<file path="src/drive_serial_control_status_defines.vh">
// register offsets, field positions, reset values and timing for the serial word bank
`ifndef DRIVE_SERIAL_CONTROL_STATUS_DEFINES_VH
`define DRIVE_SERIAL_CONTROL_STATUS_DEFINES_VH

// parameter addresses
`define OFS_STATUS_WORD_PRIMARY   16'h0032
`define OFS_STATUS_WORD_TERTIARY  16'h0034
`define OFS_CONTROL_WORD_PRIMARY  16'h00c9
`define OFS_CONTROL_WORD_SECONDARY 16'h00ca
`define OFS_EXT_FREQ_REF_A        16'h00cb
`define OFS_EXT_FREQ_REF_B        16'h00cd

// reset values
`define RST_CONTROL_WORD          16'h0000
`define RST_FREQ_REF              16'h0000

// first control word fields
`define CW1_SERIAL_CMD   0
`define CW1_SERIAL_REF   1
`define CW1_FWD          2
`define CW1_REV          3
`define CW1_USE_REF_B    4
`define CW1_PRESET_LSB   5
`define CW1_PRESET_MSB   7
`define CW1_ALT_RAMP1    8
`define CW1_ALT_RAMP2    9
`define CW1_REMOTE       10
`define CW1_TERMINAL     11
`define CW1_INJ_BRAKE    12
`define CW1_FREEWHEEL    13
`define CW1_RESET_INV    15

// second control word fields
`define CW2_ENABLE       0
`define CW2_SEQ_PAUSE    1
`define CW2_SEQ_RESET    2
`define CW2_RELAY_ONE    6
`define CW2_RELAY_TWO    7
`define CW2_DOUT_ONE     8
`define CW2_DOUT_TWO     9
`define CW2_DOUT_THREE   10
`define CW2_RELAY_A      11
`define CW2_RELAY_B      12
`define CW2_NET_FAULT    13
`define CW2_NET_WARN     14
`define CW2_NET_FORCED   15

// watchdog modes
`define WD_MODE_OFF      2'h0
`define WD_MODE_WARN     2'h1
`define WD_MODE_FAULT    2'h2

// fault and warning codes
`define CODE_NONE        8'h00
`define CODE_KEYPAD_LOSS 8'h28
`define CODE_LINK_FAULT  8'h2a
`define CODE_LINK_WARN   8'h3a

// timing
`define CLK_HZ           200000000
`define SECOND_CYCLES    (`CLK_HZ)
`define TENTH_CYCLES     (`CLK_HZ / 10)
`define KEYPAD_BAUD_HI   19200
`define KEYPAD_BAUD_LO   9600
`define BAUD_DIV_HI      (`CLK_HZ / `KEYPAD_BAUD_HI)
`define BAUD_DIV_LO      (`CLK_HZ / `KEYPAD_BAUD_LO)

`endif

</file>
<file path="src/drive_serial_control_status.v">
// serial control and status word bank with link and keypad watchdogs
`include "drive_serial_control_status_defines.vh"

// What this block does
// - fault watchdog with serial direction/speed control: no telegram in timeout gives 42, coast
// - warning watchdog: no telegram in timeout gives code 58, drive keeps running
// - keypad link rate selectable 9600 or 19200, default 19200
// - keypad needed and silent for 2.0-60.0 s gives fault 40
// - control word one bits 0-3: serial command, serial reference, forward, reverse
// - control word one bit 4 selects second external reference
// - control word one bits 5-7 form preset speed, bit 5 lowest
// - control word one bits 8,9 command alternate ramps one and two
// - bit 10 selects remote, bit 11 selects terminal strip path
// - bit 12 starts injection braking
// - bit 13 freewheel stop, bit 15 resets inverter, bit 14 does nothing
// - sequencer mode ignores control word one bits 10 and 11
// - control word two bit 0 enables sequencer or PID; bits 1,2 pause, reset
// - control word two bits 6-12 drive relays one, two, digital outputs, relays A, B
// - bits 13-15 signal network timeout fault, warning, forced fault; 13,14 masked in sequencer
// - two external references, 0.00 Hz up to max frequency, reset 0.00 Hz
// - status one bits 0,1 report serial command and frequency control active
// - status one bits 2-7 report run direction, reference B, ramp and speed state
// - status one bits 8-15 report ramps, remote, keypad, braking, jog, zero, locked fault
// - sequencer mode forces status one bit 10 to zero
// - status three bits 0-7 report ready, enable, local, warning, limits, follower, wire
// - status three bits 8-10 sequencer state, 13-15 undervoltage, overtemperature, fault
// - link watchdog only active in warning or fault mode
module drive_serial_control_status #(
  parameter SEC_CYCLES   = `SECOND_CYCLES,
  parameter TENTH_CYCLES = `TENTH_CYCLES
) (
  // clock and reset
  input  wire        clk,
  input  wire        rst_n,
  // parameter access from the protocol engine
  input  wire        parWrEn,
  input  wire        parRdEn,
  input  wire [15:0] parAddr,
  input  wire [15:0] parWrData,
  output reg  [15:0] parRdData_q,
  output reg         parRdValid_q,
  output reg         parAddrErr_q,
  // link events
  input  wire        telegramValid,
  input  wire        keypadRespond,
  // configuration
  input  wire [1:0]  netTimeoutMode,
  input  wire [5:0]  netTimeoutSec,
  input  wire        keypadRateLow,
  input  wire [9:0]  keypadWatchdogTime,
  input  wire        keypadCtrlNeedsEnhanced,
  input  wire        sequencerMode,
  input  wire        serialOptionAvailable,
  input  wire [15:0] maxFreq,
  // drive state for status words
  input  wire        runFwd,
  input  wire        runRev,
  input  wire        accelerating,
  input  wire        decelerating,
  input  wire        atSpeed,
  input  wire        keypadDirection,
  input  wire        injBrakeActive,
  input  wire        jogging,
  input  wire        runZeroSpeed,
  input  wire        lockedFault,
  input  wire        readyToRun,
  input  wire        enableInput,
  input  wire        forcedLocal,
  input  wire        warningActive,
  input  wire        currentLimit,
  input  wire        torqueLimit,
  input  wire        followerLoss,
  input  wire        brokenWire,
  input  wire        seqRunning,
  input  wire        seqPaused,
  input  wire        underVoltage,
  input  wire        overTemp,
  input  wire        faultNotLocked,
  // drive commands
  output reg         serialCommandActive_q,
  output reg         serialFrequencyActive_q,
  output reg         fwdCmd_q,
  output reg         revCmd_q,
  output reg  [2:0]  presetSel_q,
  output reg         altRampOne_q,
  output reg         altRampTwo_q,
  output reg         remoteCmd_q,
  output reg         terminalPath_q,
  output reg         injBrakeCmd_q,
  output reg         coastStop_q,
  output reg         resetInverter_q,
  output reg  [15:0] activeRef_q,
  output reg         seqEnable_q,
  output reg         pidEnable_q,
  output reg         seqPause_q,
  output reg         seqReset_q,
  output reg         relayOutOne_q,
  output reg         relayOutTwo_q,
  output reg         digitalOutOne_q,
  output reg         digitalOutTwo_q,
  output reg         digitalOutThree_q,
  output reg         relayOutA_q,
  output reg         relayOutB_q,
  output reg         netFaultReq_q,
  output reg         netWarnReq_q,
  output reg         netForcedFault_q,
  // watchdog results and keypad baud divider
  output reg         linkFault_q,
  output reg         linkWarn_q,
  output reg         keypadFault_q,
  output reg  [7:0]  faultCode_q,
  output reg  [15:0] keypadBaudDiv_q
);

  ////////////////////////////////////////////////////////////////////////////
  // storage

  reg  [15:0] ctrlPrimary_q;
  reg  [15:0] ctrlSecondary_q;
  reg  [15:0] extFreqRefA_q;
  reg  [15:0] extFreqRefB_q;
  reg  [31:0] secDiv_q;
  reg  [31:0] tenthDiv_q;
  reg  [5:0]  linkSecs_q;
  reg  [9:0]  keypadTenths_q;

  wire [15:0] statusPrimary;
  wire [15:0] statusTertiary;
  wire        secTick;
  wire        tenthTick;
  wire        cmdPath;
  wire        wdActive;
  wire        linkExpired;
  wire        keypadExpired;
  wire        invReset;

  localparam [31:0] BAUD_HI_W = `BAUD_DIV_HI;
  localparam [31:0] BAUD_LO_W = `BAUD_DIV_LO;

  // clamp to the configured maximum frequency
  function [15:0] clampFreq;
    input [15:0] value;
    input [15:0] limit;
    begin
      clampFreq = (value > limit) ? limit : value;
    end
  endfunction

  // true when a write hits the given address
  function wrHit;
    input        en;
    input [15:0] addr;
    input [15:0] ofs;
    begin
      wrHit = en && (addr == ofs);
    end
  endfunction

  assign cmdPath  = ctrlPrimary_q[`CW1_SERIAL_CMD];
  assign invReset = wrHit(parWrEn, parAddr, `OFS_CONTROL_WORD_PRIMARY)
                    && parWrData[`CW1_RESET_INV];

  ////////////////////////////////////////////////////////////////////////////
  // parameter writes

  always @(posedge clk or negedge rst_n) begin
    if (!rst_n) begin
      ctrlPrimary_q   <= `RST_CONTROL_WORD;
      ctrlSecondary_q <= `RST_CONTROL_WORD;
      extFreqRefA_q   <= `RST_FREQ_REF;
      extFreqRefB_q   <= `RST_FREQ_REF;
    end else begin
      if (wrHit(parWrEn, parAddr, `OFS_CONTROL_WORD_PRIMARY)) begin
        ctrlPrimary_q <= parWrData;
      end
      if (wrHit(parWrEn, parAddr, `OFS_CONTROL_WORD_SECONDARY)) begin
        ctrlSecondary_q <= parWrData;
      end
      if (wrHit(parWrEn, parAddr, `OFS_EXT_FREQ_REF_A)) begin
        extFreqRefA_q <= clampFreq(parWrData, maxFreq);
      end
      if (wrHit(parWrEn, parAddr, `OFS_EXT_FREQ_REF_B)) begin
        extFreqRefB_q <= clampFreq(parWrData, maxFreq);
      end
    end
  end

  ////////////////////////////////////////////////////////////////////////////
  // status words

  assign statusPrimary = {
    lockedFault | linkFault_q | keypadFault_q,
    runZeroSpeed,
    jogging,
    injBrakeActive,
    keypadDirection,
    remoteCmd_q & ~sequencerMode,
    altRampTwo_q,
    altRampOne_q,
    atSpeed,
    decelerating,
    accelerating,
    serialFrequencyActive_q & ctrlPrimary_q[`CW1_USE_REF_B],
    runRev,
    runFwd,
    serialFrequencyActive_q & serialOptionAvailable,
    serialCommandActive_q & serialOptionAvailable
  };

  assign statusTertiary = {
    faultNotLocked,
    overTemp,
    underVoltage,
    2'b00,
    seqPaused,
    seqRunning,
    seqEnable_q,
    brokenWire,
    followerLoss,
    torqueLimit,
    currentLimit,
    warningActive | linkWarn_q,
    forcedLocal,
    enableInput,
    readyToRun
  };

  // read answer one cycle after the strobe; writes to read-only words flag an error
  always @(posedge clk or negedge rst_n) begin
    if (!rst_n) begin
      parRdData_q  <= 16'h0000;
      parRdValid_q <= 1'b0;
      parAddrErr_q <= 1'b0;
    end else begin
      parRdValid_q <= parRdEn;
      parAddrErr_q <= 1'b0;
      if (parRdEn) begin
        case (parAddr)
          `OFS_STATUS_WORD_PRIMARY:    parRdData_q <= statusPrimary;
          `OFS_STATUS_WORD_TERTIARY:   parRdData_q <= statusTertiary;
          `OFS_CONTROL_WORD_PRIMARY:   parRdData_q <= ctrlPrimary_q;
          `OFS_CONTROL_WORD_SECONDARY: parRdData_q <= ctrlSecondary_q;
          `OFS_EXT_FREQ_REF_A:         parRdData_q <= extFreqRefA_q;
          `OFS_EXT_FREQ_REF_B:         parRdData_q <= extFreqRefB_q;
          default: begin
            parRdData_q  <= 16'h0000;
            parAddrErr_q <= 1'b1;
          end
        endcase
      end
      if (parWrEn && (parAddr != `OFS_CONTROL_WORD_PRIMARY)
          && (parAddr != `OFS_CONTROL_WORD_SECONDARY)
          && (parAddr != `OFS_EXT_FREQ_REF_A)
          && (parAddr != `OFS_EXT_FREQ_REF_B)) begin
        parAddrErr_q <= 1'b1;
      end
    end
  end

  ////////////////////////////////////////////////////////////////////////////
  // time base

  assign secTick   = (secDiv_q == SEC_CYCLES - 1);
  assign tenthTick = (tenthDiv_q == TENTH_CYCLES - 1);

  always @(posedge clk or negedge rst_n) begin
    if (!rst_n) begin
      secDiv_q   <= 32'h0;
      tenthDiv_q <= 32'h0;
    end else begin
      secDiv_q   <= secTick ? 32'h0 : secDiv_q + 32'h1;
      tenthDiv_q <= tenthTick ? 32'h0 : tenthDiv_q + 32'h1;
    end
  end

  ////////////////////////////////////////////////////////////////////////////
  // watchdogs

  // armed only in warning or fault mode
  assign wdActive = (netTimeoutMode == `WD_MODE_WARN) || (netTimeoutMode == `WD_MODE_FAULT);
  // a zero timeout setting behaves as the one second minimum
  assign linkExpired = wdActive && secTick && !telegramValid
                       && (linkSecs_q + 6'h1 >= netTimeoutSec);
  assign keypadExpired = keypadCtrlNeedsEnhanced && tenthTick && !keypadRespond
                         && (keypadTenths_q + 10'h1 >= keypadWatchdogTime);

  always @(posedge clk or negedge rst_n) begin
    if (!rst_n) begin
      linkSecs_q     <= 6'h0;
      keypadTenths_q <= 10'h0;
      linkFault_q    <= 1'b0;
      linkWarn_q     <= 1'b0;
      keypadFault_q  <= 1'b0;
    end else begin
      if (telegramValid || !wdActive) begin
        linkSecs_q <= 6'h0;
      end else if (secTick && !linkExpired) begin
        linkSecs_q <= linkSecs_q + 6'h1;
      end else if (linkExpired) begin
        linkSecs_q <= 6'h0;
      end
      if (keypadRespond || !keypadCtrlNeedsEnhanced || keypadExpired) begin
        keypadTenths_q <= 10'h0;
      end else if (tenthTick) begin
        keypadTenths_q <= keypadTenths_q + 10'h1;
      end
      // latched until inverter reset; a new expiry wins over the reset
      if (linkExpired && (netTimeoutMode == `WD_MODE_FAULT)
          && (ctrlPrimary_q[`CW1_SERIAL_CMD] || ctrlPrimary_q[`CW1_SERIAL_REF])) begin
        linkFault_q <= 1'b1;
      end else if (invReset) begin
        linkFault_q <= 1'b0;
      end
      // warning drops on the next good telegram
      if (linkExpired && (netTimeoutMode == `WD_MODE_WARN)) begin
        linkWarn_q <= 1'b1;
      end else if (telegramValid || !wdActive) begin
        linkWarn_q <= 1'b0;
      end
      // keypad loss latched until inverter reset
      if (keypadExpired) begin
        keypadFault_q <= 1'b1;
      end else if (invReset) begin
        keypadFault_q <= 1'b0;
      end
    end
  end

  ////////////////////////////////////////////////////////////////////////////
  // command decode

  always @(posedge clk or negedge rst_n) begin
    if (!rst_n) begin
      serialCommandActive_q   <= 1'b0;
      serialFrequencyActive_q <= 1'b0;
      fwdCmd_q          <= 1'b0;
      revCmd_q          <= 1'b0;
      presetSel_q       <= 3'h0;
      altRampOne_q      <= 1'b0;
      altRampTwo_q      <= 1'b0;
      remoteCmd_q       <= 1'b0;
      terminalPath_q    <= 1'b0;
      injBrakeCmd_q     <= 1'b0;
      coastStop_q       <= 1'b0;
      resetInverter_q   <= 1'b0;
      activeRef_q       <= `RST_FREQ_REF;
      seqEnable_q       <= 1'b0;
      pidEnable_q       <= 1'b0;
      seqPause_q        <= 1'b0;
      seqReset_q        <= 1'b0;
      relayOutOne_q     <= 1'b0;
      relayOutTwo_q     <= 1'b0;
      digitalOutOne_q   <= 1'b0;
      digitalOutTwo_q   <= 1'b0;
      digitalOutThree_q <= 1'b0;
      relayOutA_q       <= 1'b0;
      relayOutB_q       <= 1'b0;
      netFaultReq_q     <= 1'b0;
      netWarnReq_q      <= 1'b0;
      netForcedFault_q  <= 1'b0;
      faultCode_q       <= `CODE_NONE;
      keypadBaudDiv_q   <= BAUD_HI_W[15:0];
    end else begin
      serialCommandActive_q   <= cmdPath;
      serialFrequencyActive_q <= ctrlPrimary_q[`CW1_SERIAL_REF];
      fwdCmd_q <= cmdPath & ctrlPrimary_q[`CW1_FWD];
      revCmd_q <= cmdPath & ctrlPrimary_q[`CW1_REV];
      presetSel_q <= cmdPath ? ctrlPrimary_q[`CW1_PRESET_MSB:`CW1_PRESET_LSB] : 3'h0;
      altRampOne_q <= cmdPath & ctrlPrimary_q[`CW1_ALT_RAMP1];
      altRampTwo_q <= cmdPath & ctrlPrimary_q[`CW1_ALT_RAMP2];
      remoteCmd_q    <= ~sequencerMode & ctrlPrimary_q[`CW1_REMOTE];
      terminalPath_q <= ~sequencerMode & ctrlPrimary_q[`CW1_TERMINAL];
      injBrakeCmd_q <= cmdPath & ctrlPrimary_q[`CW1_INJ_BRAKE];
      // freewheel, reset pulse; bit 14 unused
      coastStop_q     <= (cmdPath & ctrlPrimary_q[`CW1_FREEWHEEL]) | linkFault_q;
      resetInverter_q <= invReset;
      if (ctrlPrimary_q[`CW1_SERIAL_REF]) begin
        activeRef_q <= ctrlPrimary_q[`CW1_USE_REF_B] ? extFreqRefB_q : extFreqRefA_q;
      end else begin
        activeRef_q <= `RST_FREQ_REF;
      end
      seqEnable_q <= sequencerMode & ctrlSecondary_q[`CW2_ENABLE];
      pidEnable_q <= ~sequencerMode & ctrlSecondary_q[`CW2_ENABLE];
      seqPause_q  <= sequencerMode & ctrlSecondary_q[`CW2_SEQ_PAUSE];
      seqReset_q  <= sequencerMode & ctrlSecondary_q[`CW2_SEQ_RESET];
      relayOutOne_q     <= ctrlSecondary_q[`CW2_RELAY_ONE];
      relayOutTwo_q     <= ctrlSecondary_q[`CW2_RELAY_TWO];
      digitalOutOne_q   <= ctrlSecondary_q[`CW2_DOUT_ONE];
      digitalOutTwo_q   <= ctrlSecondary_q[`CW2_DOUT_TWO];
      digitalOutThree_q <= ctrlSecondary_q[`CW2_DOUT_THREE];
      relayOutA_q       <= ctrlSecondary_q[`CW2_RELAY_A];
      relayOutB_q       <= ctrlSecondary_q[`CW2_RELAY_B];
      // network requests, timeout bits masked in sequencer
      netFaultReq_q    <= ~sequencerMode & ctrlSecondary_q[`CW2_NET_FAULT];
      netWarnReq_q     <= ~sequencerMode & ctrlSecondary_q[`CW2_NET_WARN];
      netForcedFault_q <= ctrlSecondary_q[`CW2_NET_FORCED];
      // link fault outranks keypad loss, which outranks the warning
      if (linkFault_q) begin
        faultCode_q <= `CODE_LINK_FAULT;
      end else if (keypadFault_q) begin
        faultCode_q <= `CODE_KEYPAD_LOSS;
      end else if (linkWarn_q) begin
        faultCode_q <= `CODE_LINK_WARN;
      end else begin
        faultCode_q <= `CODE_NONE;
      end
      keypadBaudDiv_q <= keypadRateLow ? BAUD_LO_W[15:0] : BAUD_HI_W[15:0];
    end
  end

endmodule // drive_serial_control_status

</file>
<file path="config.mk">
export PLATFORM = sky130hd
export DESIGN_NAME = drive_serial_control_status
export DESIGN_NICKNAME = d
export VERILOG_FILES = /design/src/drive_serial_control_status.v
export VERILOG_INCLUDE_DIRS = /design/src /design/src/src
export SDC_FILE = /design/constraint.sdc
export NUM_CORES = 1
export LEC_CHECK = 0
export CAP_MARGIN = 30
export CORE_UTILIZATION = 30
export DETAILED_ROUTE_END_ITERATION = 16
export DONT_BUFFER_PORTS = 1
export GPL_TIMING_DRIVEN = 0
export SYNTH_ARGS = -nofsm -noshare
export SYNTH_HDL_FRONTEND = slang
export SYNTH_SLANG_ARGS = --single-unit
</file>
<file path="constraint.sdc">
create_clock -name clk -period 6.4 [get_ports clk]
set_clock_uncertainty 0.15 [all_clocks]
set_input_delay 0 -clock clk [delete_from_list [all_inputs] [get_ports clk]]
set_output_delay 0 -clock clk [all_outputs]
set_load 0.05 [all_outputs]
</file>
==> impl_metrics.yaml, run 1 <==
grt:
  gr-max-usage-layer: "met2"
  use_met1_pct: 23.3
  grt_pass1_wl_mm: 48.4
  antenna_found_initial: 5
  grt_start_max_net_pins: 215
  grt_util_met2_pct: 26.6
  grt_use_met3_pct: 5.22
  grt_usage_pct: 17.4
  grt_overflow: 0
  grt_pass1_vias: 8342
finish:
  layout_commonest_cell: "dfrtp_1"
  register_area_um2: 5360
  postLayoutCoreUtil_pct: 38.1
  layout_common_cells: "dfrtp_1, dlygate4sd3_1, nor2_1"
  layout-drive-gt1-share_pct: 11.9
  post-route-cell-area_um2: 13200
  syn2layout_area_growth_pct: 24.8
  multi_input_comb_area_um2: 4790
  fillers: 3307
  nNetsFinal: 1283
power:
  leakage_nw: 6.06
  vdd_drop_max_uv: 233
  p_switching_mw: 0.754
  p_comb_share_pct: 6.0
  fin_total_pwr_mw: 3.20
  swShare_pct: 23.6
  seq_power_share_pct: 43.5
  clockPowerShare_pct: 50.5
  internal_power_mw: 2.45
  power_density_nw_per_um2: 243
clock_network:
  cts_buffers: 26
  path_clk_slew_ns: 0.06
  cts_tree: "yes"
  htreeDepth: 1
  post_cts_resized: 0
  insertion_delay_ns: 0.55
  clock-sinks: 214
  cts_buffer_depth: 3
  cts_root_buf: "clkbuf_16"
  postCtsSetupBuffers: 0
sta:
  setup_tns_ns: 0
  clock.fmax_ghz: 0.263
  period_minus_slack_ns: 3.80
  hold_ws_ns: 0.0217
  finalCritPeriodShare_pct: 59.4
  final_max_slew_viol_count: 0
  worstMarginPinSlew_ns: 1.11
  hold_viol_final: 0
  relSlewSlack_pct: 26.2
  grt_setup_unrepaired: "false"
  setup_viol: 0
routing:
  via_count: 8298
  drt-initial-drc-count: 587
  drt_pass1_iterations: 5
  route.detailed.drc: 0
  routed_wl_mm: 31.5
  vias_per_cell: 5.10
  wl_per_cell_um: 19.4
  ant_nets: 0
setup_path:
  critPathMaxFanout: 9
  cp-start-kind: "register"
  rr_worst_depth: 10
  worstSetupEndpointType: "register"
  cp_cell_sequence: "ha_1 -> xor2_1 -> ha_1 -> a2111o_1 -> a31o_2 -> a21oi_1 -> dlygate4sd3_1 -> nand2_1 -> a21oi_1 -> dlygate4sd3_1"
  worstReg2RegStart: "linkSecs_q[0]$_DFFE_PN0P_"
  rrSetupSlack_ns: 2.60
  cpMaxStageDelayCell: "dlygate4sd3_1"
  cp_data_arrival_time_ns: 4.11
  r2r_end: "linkSecs_q[0]$_DFFE_PN0P_"
  cp.required_ns: 6.71
  critPathMaxStageDelay_ns: 0.66
  timing_worst_setup_path_type: "register to register"
yosys:
  async_flop_share_pct: 100
  seq_area_frac_synth_pct: 50.6
  yosys_warnings: 0
  synth_edf_count: 0
  ys_types: 67
  ys_ff_latch: 214
  synth-main-ff-cell: "dfrtp_1"
  avgSynthCellArea_um2: 10.5
  synth_area_um2: 10600
  postSynthCellCount: 1006
floorplanning:
  core-area_um2: 34600
  start_util_pct: 30.5
  die_h_um: 190
  ios: 188
  die_area_um2: 36000
  die_w_um: 190
  rows: 68
worst_hold_path:
  holdCritPathClass: "primary input to register"
  hold_depth: 6
  hold_path_end: "linkSecs_q[3]$_DFFE_PN0P_"
  min_from: "netTimeoutSec[4]"
outcome:
  status: "finished clean"
placed_design:
  dpl.hpwl_mm: 21.3
  post_dp_cell_area_um2: 11200
  io_buffers: 0
  gp_congestion: 0.833
run:
  cap_violations: 0
## per-stage QoR
stage / std cells / setup slack, ns
global route: 1625 / 2.43
CTS: 1621 / 2.61
global placement: 1470 / 3.10
finish: 1626 / 2.60
detailed placement: 1471 / 3.19
floorplan: 1015 / 3.47
## worst max-delay path by stage
stage | end | from | cells after the start | slack, ns
floorplan | keypadTenths_q[3]$_DFFE_PN0P_ | keypadTenths_q[0]$_DFFE_PN0P_ | 12 | 3.47
global placement | parRdData_q[14]$_DFFE_PN0P_ | parAddr[13] | 6 | 3.10
detailed placement | keypadTenths_q[3]$_DFFE_PN0P_ | keypadTenths_q[0]$_DFFE_PN0P_ | 12 | 3.19
CTS | linkSecs_q[0]$_DFFE_PN0P_ | linkSecs_q[0]$_DFFE_PN0P_ | 10 | 2.61
global route | linkSecs_q[0]$_DFFE_PN0P_ | linkSecs_q[0]$_DFFE_PN0P_ | 10 | 2.43
finish | linkSecs_q[0]$_DFFE_PN0P_ | linkSecs_q[0]$_DFFE_PN0P_ | 10 | 2.60
## synth_stat cells (all sizes together), types with 2 or more instances
cell type,n,area (um^2)
a211oi,3,22.5
a21boi,3,22.5
a21o,5,37.5
a21oi,51,255
a222oi,4,40.0
a22o,6,58.8
a22oi,19,143
a31oi,4,25.0
a32oi,4,35.0
a41oi,12,105
and2,22,139
and3,18,115
and4,6,53.8
buf,28,201
clkbuf,25,93.8
conb,2,7.51
dfrtp,213,5330
ha,38,475
inv,46,173
mux2,46,518
mux2i,32,320
nand2,68,255
nand2b,6,37.5
nand3,41,205
nand4,19,119
nor2,99,372
nor2b,32,200
nor3,12,60.1
nor3b,4,35.0
nor4,10,68.8
nor4b,5,43.8
nor4bb,2,20.0
o21ai,25,125
o22ai,2,12.5
o31ai,2,20.0
or3,3,23.8
or4,5,37.5
xnor2,33,289
xor2,35,307
## layer usage
layer | routed length [um] | share of wire [%]
met3 | 3080 | 9.8
met4 | 932 | 3.0
met2 | 13800 | 44
met1 | 13700 | 43
met5 | 0 | 0
## flip-flops by register name, indices dropped and copies added (netlist names), 2 cells and up
register / flops
presetSel_q: 3
extFreqRefA_q: 16
ctrlSecondary_q: 16
activeRef_q: 16
keypadTenths_q: 10
keypadBaudDiv_q: 2
tenthDiv_q: 32
parRdData_q: 16
secDiv_q: 32
faultCode_q: 3
ctrlPrimary_q: 16
extFreqRefB_q: 16
linkSecs_q: 6
## critical path, delay by kind of cell (launching register included)
kind,cells,cell delay (ns)
AND/OR/NAND/NOR,1,0.05
flip-flops,1,0.43
AO/OA/AOI/OAI,4,1.25
adder cells (fa/ha/maj),2,0.47
buffers and inverters,2,1.21
XOR/XNOR,1,0.16
## power groups by stage
stage | Clock (mW) | Combinational, mW | Sequential, mW
global placement | 0 | 0.112 | 1.42
CTS | 1.64 | 0.193 | 1.39
floorplan | 0 | 0.0946 | 1.41
finish | 1.62 | 0.192 | 1.39
detailed placement | 0 | 0.114 | 1.42
global route | 1.70 | 0.210 | 1.39
## logic make-up (layout without fill, tap and decap cells)
logic type	after synthesis	count (layout)	share of synthesized area (%)
xor+xnor	68	68	5.63
flops	214	214	50.6
simple gates	355	355	17.1
other cells	2	16	0.0710
buf+inv	99	250	4.42
fa+ha+maj	38	38	4.49
mux	78	78	7.93
compound gates	152	152	9.72
## area by class of cell
type                       count  area share, %
timing repair buffer         103           7.95
antenna                        5         0.0948
multi-input combinational    702           36.3
clock inverter                11           1.34
sequential                   214           40.6
tap                          455           4.31
inverter                      46           1.31
buffer                        53           2.24
clock buffer                  37           5.92
## repair_timing
item,in CTS,in global routing
setup endpoints to repair,0,0
endpoints found under the hold margin,326,0
hold buffers,102,0
Power figures use the tool's default switching activity.
==> inputs of run 2 (changes only) <==
Settings changed: ABC_AREA set to 1.
Clock period 6.4 ns to 3.3 ns, I/O delays scaled along.
==> impl_metrics.yaml, run 2 <==
outcome:
  status: "complete, but fails checks"
  violations: "hold timing"
yosys:
  seq_area_frac_synth_pct: 46.0
  synth-main-ff-cell: "dfrtp_1"
  synth_area_leaders: "dfrtp_1, nand2_1, nand3_1"
  postSynthCellCount: 1479
  async_flop_share_pct: 100
  yosys_warnings: 0
  synth_top_cell_by_area: "dfrtp_1"
  synth_commonest_cells: "nand2_1, dfrtp_1, inv_1, nand3_1, nor2_1"
  synth.most_common_cell: "nand2_1"
  synth_edf_count: 0
  ys_types: 42
  avgSynthCellArea_um2: 7.88
  ys_ff_latch: 214
  synth_top_area_share_pct: 45.7
  synth_area_um2: 11700
power:
  vdd_drop_max_uv: 275
  p_switching_mw: 1.33
  seq_power_share_pct: 44.7
  clockPowerShare_pct: 50.0
  swShare_pct: 22.6
  p_comb_share_pct: 5.3
  internal_power_mw: 4.57
  fin_total_pwr_mw: 5.90
  leakage_nw: 7.37
  power_density_nw_per_um2: 406
placed_design:
  gp_congestion: 0.898
  dpl.hpwl_mm: 26.6
  dp_slack_ns: 0.493
  io_buffers: 0
setup_path:
  critical_path.top_delay_family: "buffers and inverters"
  endpoint: "extFreqRefB_q[4]$_DFFE_PN0P_"
  timing_worst_setup_path_type: "primary input to register"
  cpMaxStageDelayCell: "dlygate4sd3_1"
  cp_common_cell: "dlygate4sd3_1"
  worstSetupEndpointType: "register"
  cp-start-kind: "primary input"
  r2r_end: "keypadTenths_q[4]$_DFFE_PN0P_"
  cp.required_ns: 3.57
  path_buf_inv: 5
  rrSetupSlack_ns: 0.26
  cp_num_cells: 11
  crit_start: "parAddr[7]"
  worstReg2RegStart: "keypadTenths_q[0]$_DFFE_PN0P_"
  critPathMaxStageDelay_ns: 0.76
  cp_cell_sequence: "dlygate4sd3_1 -> nand3_4 -> dlygate4sd3_1 -> nor2_4 -> nand2_2 -> nor2_4 -> dlygate4sd3_1 -> inv_2 -> nand2_1 -> nand2_1 -> dlygate4sd3_1"
  rr_worst_depth: 15
  cp_data_arrival_time_ns: 3.41
  critPathMaxFanout: 7
clock_network:
  cts_buffers: 26
  cts_buffer_depth: 3
  clock-sinks: 214
  cts_root_buf: "clkbuf_16"
  postCtsHoldBufs: 127
  insertion_delay_ns: 0.54
  path_clk_slew_ns: 0.06
  cts_tree: "yes"
  htreeDepth: 1
floorplanning:
  die_area_um2: 39600
  core-area_um2: 37900
  ios: 188
  rows: 71
  die_h_um: 199
  start_util_pct: 30.7
  die_w_um: 199
routing:
  route.detailed.drc: 0
  via_count: 10200
  vias_per_cell: 4.70
  wl_per_cell_um: 16.4
  drt_pass1_iterations: 5
  drt-initial-drc-count: 846
  ant_nets: 0
  routed_wl_mm: 35.6
finish:
  reg_top3: "secDiv_q: 32 flops, tenthDiv_q: 32 flops"
  layout_common_cells: "nand2_1, dfrtp_1, inv_1"
  nNetsFinal: 1782
  fillers: 3901
  register_area_um2: 5360
  layout-drive-gt1-share_pct: 7.88
  layout_commonest_cell: "nand2_1"
  multi_input_comb_area_um2: 5240
  syn2layout_area_growth_pct: 24.6
sta:
  relSlewSlack_pct: 53.8
  setup_tns_ns: 0
  hold_viol_final: 215
  period_minus_slack_ns: 3.14
  worstMarginPinSlew_ns: 0.693
  finalCritPeriodShare_pct: 95.2
  hold_ws_ns: -0.971
  fin_ws_ns: 0.157
  final_max_slew_viol_count: 0
  setup_viol: 0
  clock.fmax_ghz: 0.318
  grt_setup_unrepaired: "false"
grt:
  grt_pass1_vias: 10100
  antenna_found_initial: 1
  grt_pass1_wl_mm: 55.5
  grt_usage_pct: 18.1
  grt_overflow: 0
  grt_start_max_net_pins: 215
worst_hold_path:
  holdCritPathClass: "primary input to asynchronous set/reset pin"
run:
  cap_violations: 0
-- run 2: changes by cell type after synthesis, sizes merged, moves of 32 or more --
cell	previous run	this run
nand3	41	191
nor3	12	47
o21ai	25	80
inv	46	199
mux2i	32	0
nor2	99	139
mux2	46	0
nand2	68	366
nor2b	32	0
-- run 2: per-stage QoR --
stage	utilization, %	std cells	area, um^2
after global placement	32.5	1999	12300
final	38.3	2175	14500
after global routing	38.3	2174	14500
after floorplan	-	1488	11700
after detailed placement	32.5	1999	12300
after CTS	38.2	2172	14500
-- run 2: what timing repair did --
item / 4_1_cts / 5_1_grt
resized for setup: 0 / 9
endpoints found under the setup margin: 0 / 11
setup buffers: 0 / 2
hold endpoints to repair: 326 / 214
-- run 2: logic make-up (layout without fill, tap and decap cells) --
logic type               after synthesis  count (layout)  share of synthesized area [%]
buffers and inverters                260             435                           9.47
adder cells (fa/ha/maj)               38              38                           4.08
XOR/XNOR                              59              59                           4.43
AND/OR/NAND/NOR                      789             789                           30.9
other                                  2              12                         0.0644
AO/OA/AOI/OAI                        117             117                           5.10
flip-flops                           214             214                           46.0
-- run 2: power by group through the flow --
stage	combinational (mW)	sequential, mW	clock, mW
after floorplan	0.183	2.69	0
after global placement	0.228	2.69	0
after detailed placement	0.232	2.69	0
after CTS	0.314	2.64	3.04
after global routing	0.348	2.64	3.15
final	0.314	2.64	2.95
-- run 2: area by class of cell --
cell class	instances	area share, %
Inverter	199	5.14
Timing Repair Buffer	129	8.84
Multi-Input combinational cell	1014	36.1
Tap cell	511	4.40
Buffer	61	2.47
Antenna cell	1	0.0172
Clock buffer	37	5.18
Sequential cell	214	36.9
Clock inverter	9	0.973
-- run 2: per-layer routing --
layer | vias up | part of all wire, % | GRT usage (%) | wire (um)
met1 | 4847 | 44 | 24.4 | 15800
met4 | 0 | 2.7 | 5.75 | 960
met5 | - | 0 | 0 | 0
met3 | 54 | 6.9 | 3.32 | 2440
met2 | 290 | 46 | 29.3 | 16400
li1 | 5039 | - | - | -
-- run 2: worst min path at each step --
stage	from	endpoint	slack, ns	depth (start not counted)
finish	rst_n	parRdData_q[13]$_DFFE_PN0P_	-0.97	0
global route	rst_n	netFaultReq_q$_DFF_PN0_	-1.0	0
CTS	rst_n	extFreqRefA_q[13]$_DFFE_PN0P_	-1.01	0
detailed placement	rst_n	parRdData_q[1]$_DFFE_PN0P_	-0.44	0
global placement	rst_n	parRdData_q[13]$_DFFE_PN0P_	-0.43	0
floorplan	rst_n	activeRef_q[0]$_DFF_PN0_	-0.45	0
==> inputs of run 3 (changes only) <==
Settings changed: CORE_UTILIZATION 30 to 25.
==> impl_metrics.yaml, run 3 (synthesis gave the netlist of run 2 again) <==
floorplanning:
  ios: 188
  start_util_pct: 25.5
  die_w_um: 218
  rows: 78
  core-area_um2: 45700
  die_area_um2: 47500
  die_h_um: 218
grt:
  antenna_found_initial: 2
  grt_pass1_wl_mm: 55.8
  use_met1_pct: 20.3
  grt_pass1_vias: 10300
  grt_util_met2_pct: 23.0
  grt_usage_pct: 14.9
  gr-max-usage-layer: "met2"
  grt_start_max_net_pins: 215
  grt_overflow: 0
  grt_use_met3_pct: 3.10
placed_design:
  gp_congestion: 0.876
  place_inst: 2088
  io_buffers: 0
  dpl.hpwl_mm: 26.1
  post_dp_cell_area_um2: 12400
routing:
  vias_per_cell: 4.59
  wl_per_cell_um: 15.7
  routed_wl_mm: 35.6
  ant_nets: 0
  drt-initial-drc-count: 986
  via_count: 10400
  drt_pass1_iterations: 5
  route.detailed.drc: 0
clock_network:
  cts_buffer_depth: 3
  clock-sinks: 214
  cts_root_buf: "clkbuf_16"
  htreeDepth: 1
  path_clk_slew_ns: 0.06
  postCtsSetupBuffers: 0
  cts_buffers: 24
  insertion_delay_ns: 0.55
  postCtsHoldBufs: 137
  cts_tree: "yes"
sta:
  finalCritPeriodShare_pct: 93.6
  period_minus_slack_ns: 3.09
  worstMarginPinSlew_ns: 0.737
  setup_tns_ns: 0
  relSlewSlack_pct: 50.9
  final_max_slew_viol_count: 0
  hold_viol_final: 214
  hold_ws_ns: -0.996
  clock.fmax_ghz: 0.324
  setup_viol: 0
  grt_setup_unrepaired: "false"
setup_path:
  cp_data_arrival_time_ns: 3.41
  worstSetupEndpointType: "register"
  rrSetupSlack_ns: 0.21
  cp-start-kind: "register"
  critPathMaxFanout: 10
  timing_worst_setup_path_type: "register to register"
  cp.required_ns: 3.62
finish:
  register_area_um2: 5360
  stdcell_count: 2270
  layout_common_cells: "nand2_1, dfrtp_1, inv_1"
  multi_input_comb_area_um2: 5240
  layout_commonest_cell: "nand2_1"
  syn2layout_area_growth_pct: 25.6
  fillers: 4759
  nNetsFinal: 1788
  post-route-cell-area_um2: 14600
  reg_top3: "secDiv_q: 32 flops, tenthDiv_q: 32 flops"
  layout-drive-gt1-share_pct: 7.37
outcome:
  status: "complete, but fails checks"
  violations: "hold timing"
power:
  p_switching_mw: 1.34
  seq_power_share_pct: 46.1
  p_comb_share_pct: 5.4
  internal_power_mw: 4.39
  clockPowerShare_pct: 48.5
  power_density_nw_per_um2: 391
  vdd_drop_max_uv: 386
  swShare_pct: 23.4
  fin_total_pwr_mw: 5.73
  leakage_nw: 7.35
worst_hold_path:
  holdCritPathClass: "primary input to asynchronous set/reset pin"
run:
  cap_violations: 0
## run 3: changes by cell type in the layout (fill, tap and decap cells not counted), moves of 2 or more
cell	change
clkbuf_16	-2
dlygate4sd3_1	+11
clkinv_4	-2
clkinvlp_4	+2
buf_4	-2
## run 3: worst max-delay path, cell delays in order, from the launching register on
cell and delay [ns]:
dfrtp_1 0.41, ha_1 0.33, ha_1 0.27, o21ai_0 0.08, dlygate4sd3_1 0.57, nand2_1 0.05
dlygate4sd3_1 0.55, a21oi_1 0.21, buf_4 0.23, nand3_1 0.10, nand2_1 0.07
## run 3: per-stage QoR
stage / setup WS, ns / utilization (%)
after floorplan: 0.931 / -
after detailed placement: 0.496 / 27.2
final: 0.210 / 32.1
after global placement: 0.515 / 27.2
after global routing: 0.0322 / 32.1
after CTS: 0.117 / 32.0
## run 3: area by class of cell
type	count	share of cell area, %
inverters	199	5.10
well taps	600	5.13
multi-input cells	1014	35.8
plain buffers	61	2.45
flip-flops and latches	214	36.6
diodes	1	0.0171
clock buffers	35	4.79
clock inverters	9	0.803
repair buffers	137	9.36
## run 3: power groups by stage
stage	Clock, mW	Sequential, mW	Combinational (mW)
4_1_cts	2.84	2.64	0.307
2_1_floorplan	0	2.69	0.183
3_3_place_gp	0	2.69	0.222
3_5_place_dp	0	2.69	0.229
5_1_grt	2.94	2.64	0.344
6_report	2.78	2.64	0.310
## run 3: layer usage
layer / wire [um] / vias to the layer above
li1: - / 5050
met1: 16100 / 4964
met2: 15700 / 337
met3: 2550 / 72
met4: 1160 / 2
met5: 18 / -
## run 3: timing repair
action                                  4_1_cts  5_1_grt
endpoints found under the setup margin        0       10
resized for setup                             0        4
endpoints found under the hold margin       325      214
## run 3: worst paths after layout
| kind | startpoint | to | cells past startpoint |
|---|---|---|---|
| max | keypadTenths_q[0]$_DFFE_PN0P_ | keypadTenths_q[8]$_DFFE_PN0P_ | 10 |
| max reg2reg | keypadTenths_q[0]$_DFFE_PN0P_ | keypadTenths_q[8]$_DFFE_PN0P_ | 10 |
| max in group asynchronous | rst_n | keypadBaudDiv_q[13]$_DFF_PN1_ | 0 |
| min | rst_n | parRdData_q[7]$_DFFE_PN0P_ | 0 |
| min in group clk | netTimeoutSec[4] | linkSecs_q[2]$_DFFE_PN0P_ | 7 |
| min reg2reg | ctrlSecondary_q[8]$_DFFE_PN0P_ | digitalOutOne_q$_DFF_PN0_ | 0 |
